File: src/inc/pfs_pkg.sv
// package for the port A pin function select block
// assumes an APB master with 32-bit data and one clock
package pfs_pkg;
   localparam logic [11:0] FUNC_SEL_OFFSET = 12'h000;
   localparam logic [31:0] FUNC_SEL_RESET = 32'h00000000;
   localparam int PIN_COUNT = 15;
   localparam int FIELD_WIDTH = 2;
   localparam logic [31:0] FUNC_SEL_WRITABLE = 32'h3FFFFFFF;
   localparam logic [1:0] MODE_INPUT = 2'h0;
   localparam logic [1:0] MODE_OUTPUT = 2'h1;
   localparam logic [1:0] MODE_RESERVED = 2'h2;
   localparam logic [1:0] MODE_ALTERNATE = 2'h3;
endpackage : pfs_pkg

File: src/pfs_pin_cell.sv
// one pin of the port: decodes its mode field and steers the pad
// assumes the mode field comes from the function select register
`timescale 1ns/100ps
`default_nettype none
module pfs_pin_cell (
   input wire logic clk_i,
   input wire logic srst_i,
   input wire logic [1:0] mode_i,
   input wire logic port_out_i,
   input wire logic alt_out_i,
   input wire logic alt_oe_i,
   input wire logic pad_in_i,
   output logic pad_out_o,
   output logic pad_oe_o,
   output logic port_in_o,
   output logic alt_in_o
);
   logic nxt_pad_out;
   logic nxt_pad_oe;
   logic nxt_port_in;
   logic nxt_alt_in;
   logic pad_out_ff;
   logic pad_oe_ff;
   logic port_in_ff;
   logic alt_in_ff;

   // mode decode; reserved code keeps the pin as a safe input
   always_comb begin
      nxt_pad_out = 1'b0;
      nxt_pad_oe = 1'b0;
      nxt_port_in = pad_in_i;
      nxt_alt_in = 1'b0;
      unique case (mode_i)
         pfs_pkg::MODE_OUTPUT: begin
            nxt_pad_out = port_out_i;
            nxt_pad_oe = 1'b1;
         end
         pfs_pkg::MODE_ALTERNATE: begin
            nxt_pad_out = alt_out_i;
            nxt_pad_oe = alt_oe_i;
            nxt_alt_in = pad_in_i;
         end
         default: begin
            nxt_pad_out = 1'b0; // input, or reserved code
         end
      endcase
   end

   // pad registers; data path, so the system reset also clears them
   always_ff @(posedge clk_i) begin
      if (srst_i) begin
         pad_out_ff <= 1'b0;
         pad_oe_ff <= 1'b0;
         port_in_ff <= 1'b0;
         alt_in_ff <= 1'b0;
      end else begin
         pad_out_ff <= nxt_pad_out;
         pad_oe_ff <= nxt_pad_oe;
         port_in_ff <= nxt_port_in;
         alt_in_ff <= nxt_alt_in;
      end
   end

   assign pad_out_o = pad_out_ff;
   assign pad_oe_o = pad_oe_ff;
   assign port_in_o = port_in_ff;
   assign alt_in_o = alt_in_ff;
endmodule : pfs_pin_cell
`default_nettype wire

File: src/pfs_port_a.sv
// port A pin function select: APB register and per-pin pad steering
// assumes APB master on CLK_I; PORST_I is power-on reset, SRST_I any reset
//
// Decided for this implementation: the placing of the registers and the APB slave port.
`timescale 1ns/100ps
`default_nettype none
module pfs_port_a #(
   parameter int PINS = pfs_pkg::PIN_COUNT
) (
   input wire logic CLK_I,
   input wire logic SRST_I,
   input wire logic PORST_I,
   input wire logic PSEL_I,
   input wire logic PENABLE_I,
   input wire logic PWRITE_I,
   input wire logic [11:0] PADDR_I,
   input wire logic [31:0] PWDATA_I,
   input wire logic [3:0] PSTRB_I,
   output logic [31:0] PRDATA_O,
   output logic PREADY_O,
   output logic PSLVERR_O,
   input wire logic [PINS-1:0] PORT_OUT_I,
   output logic [PINS-1:0] PORT_IN_O,
   input wire logic [PINS-1:0] ALT_OUT_I,
   input wire logic [PINS-1:0] ALT_OE_I,
   output logic [PINS-1:0] ALT_IN_O,
   input wire logic [PINS-1:0] PAD_IN_I,
   output logic [PINS-1:0] PAD_OUT_O,
   output logic [PINS-1:0] PAD_OE_O
);
   logic [31:0] func_sel_ff;
   logic [31:0] nxt_func_sel;
   logic [31:0] prdata_ff;
   logic [31:0] nxt_prdata;
   logic pready_ff;
   logic nxt_pready;
   logic pslverr_ff;
   logic nxt_pslverr;
   logic setup;
   logic hit;

   // byte-lane merge of write data under strobes
   function automatic logic [31:0] merge_bytes(input logic [31:0] old_v,
      input logic [31:0] new_v, input logic [3:0] strb);
      logic [31:0] res;
      res = old_v;
      for (int b = 0; b < 4; b++) begin
         if (strb[b]) begin
            res[b*8 +: 8] = new_v[b*8 +: 8];
         end
      end
      return res;
   endfunction : merge_bytes

   // slave answers one cycle after setup: no wait state
   assign setup = PSEL_I && !PENABLE_I;
   assign hit = (PADDR_I == pfs_pkg::FUNC_SEL_OFFSET);

   // register next value; write lands at the setup edge's follower
   always_comb begin
      nxt_func_sel = func_sel_ff;
      nxt_pready = 1'b0;
      nxt_pslverr = 1'b0;
      nxt_prdata = 32'h00000000;
      if (setup) begin
         nxt_pready = 1'b1;
         nxt_pslverr = !hit;
         if (hit && PWRITE_I) begin
            nxt_func_sel = merge_bytes(func_sel_ff, PWDATA_I, PSTRB_I)
               & pfs_pkg::FUNC_SEL_WRITABLE;
         end else if (hit) begin
            nxt_prdata = func_sel_ff & pfs_pkg::FUNC_SEL_WRITABLE;
         end
      end
   end

   // function select ignores SRST_I, so writes still land under it; only PORST_I clears it
   always_ff @(posedge CLK_I) begin
      if (PORST_I) begin
         func_sel_ff <= pfs_pkg::FUNC_SEL_RESET;
      end else if (PREADY_O || !setup) begin
         func_sel_ff <= func_sel_ff;
      end else begin
         func_sel_ff <= nxt_func_sel;
      end
   end

   // bus answer registers
   always_ff @(posedge CLK_I) begin
      if (SRST_I || PORST_I) begin
         prdata_ff <= 32'h00000000;
         pready_ff <= 1'b0;
         pslverr_ff <= 1'b0;
      end else begin
         prdata_ff <= nxt_prdata;
         pready_ff <= nxt_pready;
         pslverr_ff <= nxt_pslverr;
      end
   end

   assign PRDATA_O = prdata_ff;
   assign PREADY_O = pready_ff;
   assign PSLVERR_O = pslverr_ff;

   // one pin cell per two-bit field
   for (genvar n = 0; n < PINS; n++) begin : g_pin
      pfs_pin_cell u_cell (
         .clk_i(CLK_I),
         .srst_i(SRST_I || PORST_I),
         .mode_i(func_sel_ff[2*n +: 2]),
         .port_out_i(PORT_OUT_I[n]),
         .alt_out_i(ALT_OUT_I[n]),
         .alt_oe_i(ALT_OE_I[n]),
         .pad_in_i(PAD_IN_I[n]),
         .pad_out_o(PAD_OUT_O[n]),
         .pad_oe_o(PAD_OE_O[n]),
         .port_in_o(PORT_IN_O[n]),
         .alt_in_o(ALT_IN_O[n])
      );
   end
endmodule : pfs_port_a
`default_nettype wire

File: config.mk
export PLATFORM = sky130hd
export DESIGN_NAME = pfs_port_a
export DESIGN_NICKNAME = d
export VERILOG_FILES = /design/src/inc/pfs_pkg.sv /design/src/pfs_pin_cell.sv /design/src/pfs_port_a.sv
export SDC_FILE = /design/constraint.sdc
export NUM_CORES = 1
export LEC_CHECK = 0
export BUFFER_PORTS_ARGS = -buffer_cell sky130_fd_sc_hd__buf_4
export CORE_UTILIZATION = 42
export DETAILED_ROUTE_END_ITERATION = 7
export GPL_ROUTABILITY_DRIVEN = 0
export MAX_ROUTING_LAYER = met4
export PLACE_DENSITY = 0.83
export SYNTH_ARGS = -nofsm -noshare
export SYNTH_HDL_FRONTEND = slang
export SYNTH_SLANG_ARGS = --single-unit
File: constraint.sdc
create_clock -name CLK_I -period 1.23 [get_ports CLK_I]
set_input_delay 0.3075 -clock CLK_I [delete_from_list [all_inputs] [get_ports CLK_I]]
set_output_delay 0.3075 -clock CLK_I [all_outputs]
set_load 0.005 [all_outputs]
* Word-level counts from Yosys, hierarchy flattened *
Cells that the tools add are included.

storage, ports and cells
  bits in registers = 124
  input port bits = 114
  output and inout bits = 94
  word-level logic and storage cells = 177

operators by class
  eq/ne operators = 30
  mux-type cells = 31
  bitwise logic cells = 18
  reduce and logical (&&, ||, !) cells = 30

operators by type and width
  cell                count
  $pmux 1 s2          30
  $reduce_or 2->1     16
  $eq 2x1->1 const B  15
  $eq 2x2->1 const B  15
  $not 1->1           18
  $reduce_and 4->1    4
  $logic_not 12->1    1
  $reduce_or 4->1     1
  $logic_not 1->1     3
  $reduce_or 3->1     1
  $logic_and 1x1->1   2
  $logic_or 1x1->1    2
  $mux 1              1

* Depth between registers and ports, before layout *
  word-level depth = 6
  gate-level depth with buffers = 5
  gate-level depth less buffers = 4

* By module *
A second synthesis with hierarchy kept.

unflattened totals
  cell total of the unflattened synthesis = 380
  area, all modules = 4166.5 µm²

modules (own cells, without submodules)
  module        times used  cells each  area each (µm²)  sequential area each (µm²)
  pfs_port_a    1           215         2120.8           1241.2
  pfs_pin_cell  15          11          136.4            80.1

* Worst setup path before layout *
Ideal clock, no wire load.

  path type = in2reg
  start point = in PADDR_I[1]
  end point = reg func_sel_ff[29]
  library setup time = 0.132 ns
  data arrival time = 1.180 ns
  data required time = 1.098 ns
  path slack = -0.082 ns
  stages on the path = 5
  path through = nor4_4 nand4_1 clkbuf_1 o21ai_0 a21oi_1

on the way
  word-level cells in the longest chain between the ends = 3

ends and longest elaborated chain
  element                     RTL line          source
  start: declaration          pfs_port_a.sv:16  input wire logic [11:0] PADDR_I,
  $logic_not 12->1            pfs_port_a.sv:57  assign hit = (PADDR_I == pfs_pkg::FUNC_SEL_OFFSET);
  $logic_and 1x1->1           pfs_port_a.sv:68  if (hit && PWRITE_I) begin
  $reduce_and 4->1 (no line)  --
  end signal: assignment      pfs_port_a.sv:80  func_sel_ff <= pfs_pkg::FUNC_SEL_RESET;
  end signal: assignment      pfs_port_a.sv:82  func_sel_ff <= func_sel_ff;
  end signal: assignment      pfs_port_a.sv:84  func_sel_ff <= nxt_func_sel;
  end: declaration            pfs_port_a.sv:31  logic [31:0] func_sel_ff;

Every way passes these cells.
A chain may end at the register's enable or synchronous reset.

* Final worst setup path *
  start point = reg pready_ff, in the netlist PREADY_O
  end point = reg func_sel_ff[21]

on the way
  word-level cells in the longest chain between the ends = 3

ends and longest elaborated chain
  element                     RTL line          source
  start: declaration          pfs_port_a.sv:35  logic pready_ff;
  start signal: assignment    pfs_port_a.sv:96  pready_ff <= nxt_pready;
  $logic_or 1x1->1            pfs_port_a.sv:81  end else if (PREADY_O || !setup) begin
  $not 1->1 (no line)         --
  $reduce_and 4->1 (no line)  --

Every way passes these cells.

==> results.json <==
{
  "status": "complete, but fails checks",
  "violations": "negative setup slack",
  "hold_viol_final": 0,
  "vias": 3672,
  "cts.clk_slew.worst_paths_ns": 0.06,
  "sequentialPowerShare_pct": 42.2,
  "cp-start-kind": "flop",
  "syn_to_final_growth_pct": 54.1,
  "die_h_um": 105,
  "cts.sinks": 122,
  "gr-usage-met1_pct": 22.0,
  "postSynthAreaPerCell_um2": 9.71,
  "setup_violations": 120,
  "ir_drop_v": 0.000797,
  "switching_share_pct": 20.7,
  "use_met3_pct": 7.74,
  "timing.critical_path.buf_inv": 2,
  "clk_latency_ns": 0.52,
  "grt_max_degree": 31,
  "fp-row-count": 37,
  "cap_violations": 0,
  "fin_skew_ns": 0.00789,
  "portBuffers": 203,
  "hold_path_class": "primary input to flop",
  "holdPathStages": 3,
  "cpPeakStageDelay_ns": 0.32,
  "dp_hpwl_um": 7780,
  "crit_required_ns": 1.62,
  "synth_seq_cells": 122,
  "crit_arrival_ns": 1.75,
  "cts_tree": "done",
  "crit_family": "simple AND/OR/NAND/NOR gates",
  "setup_slack_ns": -0.132,
  "grt-busiest-layer": "met2",
  "cts_max_level": 4,
  "worstPathCellList": "and4bb_1 -> nand4_1 -> buf_6 -> buf_12 -> o21ai_1 -> a21oi_1",
  "r2r_cells": 6,
  "dieArea_mm2": 0.0109,
  "power_density_mw_per_mm2": 1390,
  "routed_wl_um": 11700,
  "cp_slowest_cell": "dfxtp_2",
  "r2r_setup_slack_ns": -0.13,
  "synth_cell_types": 24,
  "grt_antenna_before_repair": 0,
  "fmaxAchievable_mhz": 734,
  "path_max_fanout": 16,
  "drcViolationCount": 0,
  "wire_per_inst_um": 15.2,
  "die_x_um": 105,
  "path_class": "flop to flop",
  "grt_pass1_wl_um": 17600,
  "clkPwrFrac_pct": 52.3,
  "worst-path-stages": 6,
  "nFillCells": 776,
  "finalCritPeriodShare_pct": 111,
  "power_mw": 9.44,
  "p_switching_mw": 1.95,
  "nets": 738,
  "initial_core_util_pct": 43.0,
  "slew_violations": 0,
  "cts_root_buf": "clkbuf_8",
  "detailedPlace.worstSlack_ns": -0.387,
  "ios": 208,
  "pwr-share-comb_pct": 5.5,
  "overflow": 0,
  "coreArea_mm2": 0.0103,
  "synth_warnings": 0,
  "antennaDiodeCount": 0,
  "p_leak_nw": 2.98,
  "ant_nets": 0,
  "syn-cell-area_mm2": 0.00442,
  "syn_inst": 455,
  "dr.pass1.iters": 4,
  "vias_per_cell": 4.75,
  "track_usage_pct": 21.8,
  "rsz0062_at_grt": "true",
  "p_int_mw": 7.49,
  "ys_seq_area_share_pct": 55.3,
  "drive_above_1_share_pct": 52.0,
  "layout_min_cycle_time_ns": 1.36,
  "use_met2_pct": 38.2,
  "grt_pass1_vias": 3706,
  "cts_max_path_buffers": 2,
  "numCtsBuffers": 17,
  "end_kind": "flop",
  "drtIter0Drc": 143
}
## registers in the layout (all words and copies together) (netlist names)
register                count
PRDATA_O                   30
PREADY_O                    1
PSLVERR_O                   1
func_sel_ff                30
g_pin.u_cell.alt_in_o      15
g_pin.u_cell.pad_oe_o      15
g_pin.u_cell.pad_out_o     15
g_pin.u_cell.port_in_o     15
## power groups by stage
stage | sequential [mW] | combinational [mW] | clock (mW)
2_1_floorplan | 4.06 | 0.129 | 0
3_3_place_gp | 4.07 | 0.454 | 0
3_5_place_dp | 4.07 | 0.467 | 0
4_1_cts | 3.98 | 0.503 | 4.98
5_1_grt | 3.98 | 0.553 | 5.21
6_report | 3.99 | 0.519 | 4.94
## final timing paths
kind,from,to
setup / recovery,PREADY_O,func_sel_ff[21]
hold / removal,PORT_OUT_I[1],g_pin[1].u_cell.pad_out_o
setup reg to reg,PREADY_O,func_sel_ff[21]
hold reg to reg,func_sel_ff[4],PRDATA_O[4]
## layer usage
layer,share of wire (%),vias up
li1,-,1768
met2,54,166
met1,38,1710
met4,2.1,0
met5,0,-
met3,6.2,28
## cells by family (layout without fill, tap and decap cells)
kind of cell           Yosys count  in the layout  share of synthesized area [%]
AOI/OAI and AO/OA               75             75                           8.50
muxes                           15             15                           3.40
DFF                            122            122                           55.3
buffers and inverters          100            281                           14.8
other                            1              2                         0.0849
and+or+nand+nor                142            142                           17.9
## cells in the final DEF (no fill, tap or decap)
| cell | n |
|---|---|
| buf_4 | 147 |
| buf_6 | 65 |
| dfxtp_1 | 62 |
| dfxtp_2 | 60 |
| a21oi_1 | 45 |
| and2_1 | 45 |
| nand3_1 | 28 |
| nand2_1 | 26 |
| nor2_1 | 26 |
| inv_1 | 20 |
| clkbuf_16 | 16 |
| o21ai_1 | 15 |
| o21ai_2 | 15 |
| mux2i_1 | 15 |
| dlygate4sd3_1 | 12 |
| buf_12 | 5 |
| and3_1 | 4 |
| nor4_4 | 3 |
| nand3_2 | 3 |
| clkbuf_8 | 3 |
| clkinv_2 | 3 |
| clkinvlp_4 | 3 |
| bufinv_16 | 3 |
| conb_1 | 2 |
| clkbuf_1 | 2 |
| clkinv_4 | 2 |
| nor2_2 | 1 |
| and4bb_1 | 1 |
| nand4_1 | 1 |
| and4_4 | 1 |
| nand3b_1 | 1 |
| nor3_4 | 1 |
| nor2b_1 | 1 |
## Yosys cell counts
library cell / instances / area share (%)
dfxtp_1: 122 / 55
inv_1: 20 / 1.7
o21ai_0: 15 / 1.7
nor2b_1: 1 / 0.14
buf_2: 2 / 0.23
nor2_1: 27 / 2.3
o21ai_1: 15 / 1.7
and2_1: 45 / 6.4
and3_1: 4 / 0.57
nand4_1: 1 / 0.14
and4bb_1: 1 / 0.28
buf_4: 62 / 11
mux2i_1: 15 / 3.4
a21oi_1: 45 / 5.1
buf_6: 6 / 1.5
nand3_1: 30 / 3.4
nand3b_1: 1 / 0.17
nand3_2: 1 / 0.23
nand2_1: 26 / 2.2
nor4_4: 3 / 1.4
and4_4: 1 / 0.25
conb_1: 1 / 0.085
clkbuf_1: 10 / 0.85
nor3_4: 1 / 0.37
## worst reg2reg max path: stages (launching register included)
cell and delay [ns]:
dfxtp_2 0.32, and4bb_1 0.26, nand4_1 0.11, buf_6 0.17
buf_12 0.15, o21ai_1 0.15, a21oi_1 0.08
## metrics by stage
stage          instance area (um2)  setup TNS (ns)  hold WS (ns)  utilization (%)  cells
2_1_floorplan                 4440           -3.54         0.429                -    456
3_3_place_gp                  5690          -16.44         0.461             55.3    727
3_5_place_dp                  5690          -19.24         0.460             55.3    727
4_1_cts                       6580           -5.91       0.00623             64.0    771
5_1_grt                       6800          -10.63       0.00976             66.2    773
6_report                      6800           -4.07        0.0258             66.2    773
## area by class of cell
| type | count | area (um2) | area share (%) |
|---|---|---|---|
| Clock inverter | 11 | 145 | 2.13 |
| Tap cell | 136 | 170 | 2.50 |
| Inverter | 20 | 75.1 | 1.10 |
| Clock buffer | 21 | 449 | 6.60 |
| Sequential cell | 122 | 2520 | 37.0 |
| Multi-Input combinational cell | 234 | 1390 | 20.4 |
| Timing Repair Buffer | 229 | 2060 | 30.2 |
## what timing repair did
action,in CTS,in global routing
pin swaps,4,0
hold endpoints to repair,11,2
setup buffers,1,0
hold buffers,10,2
resized for setup,81,78
gates cloned,1,0
setup endpoints to repair,122,122
(Power assumes the default switching activity.)
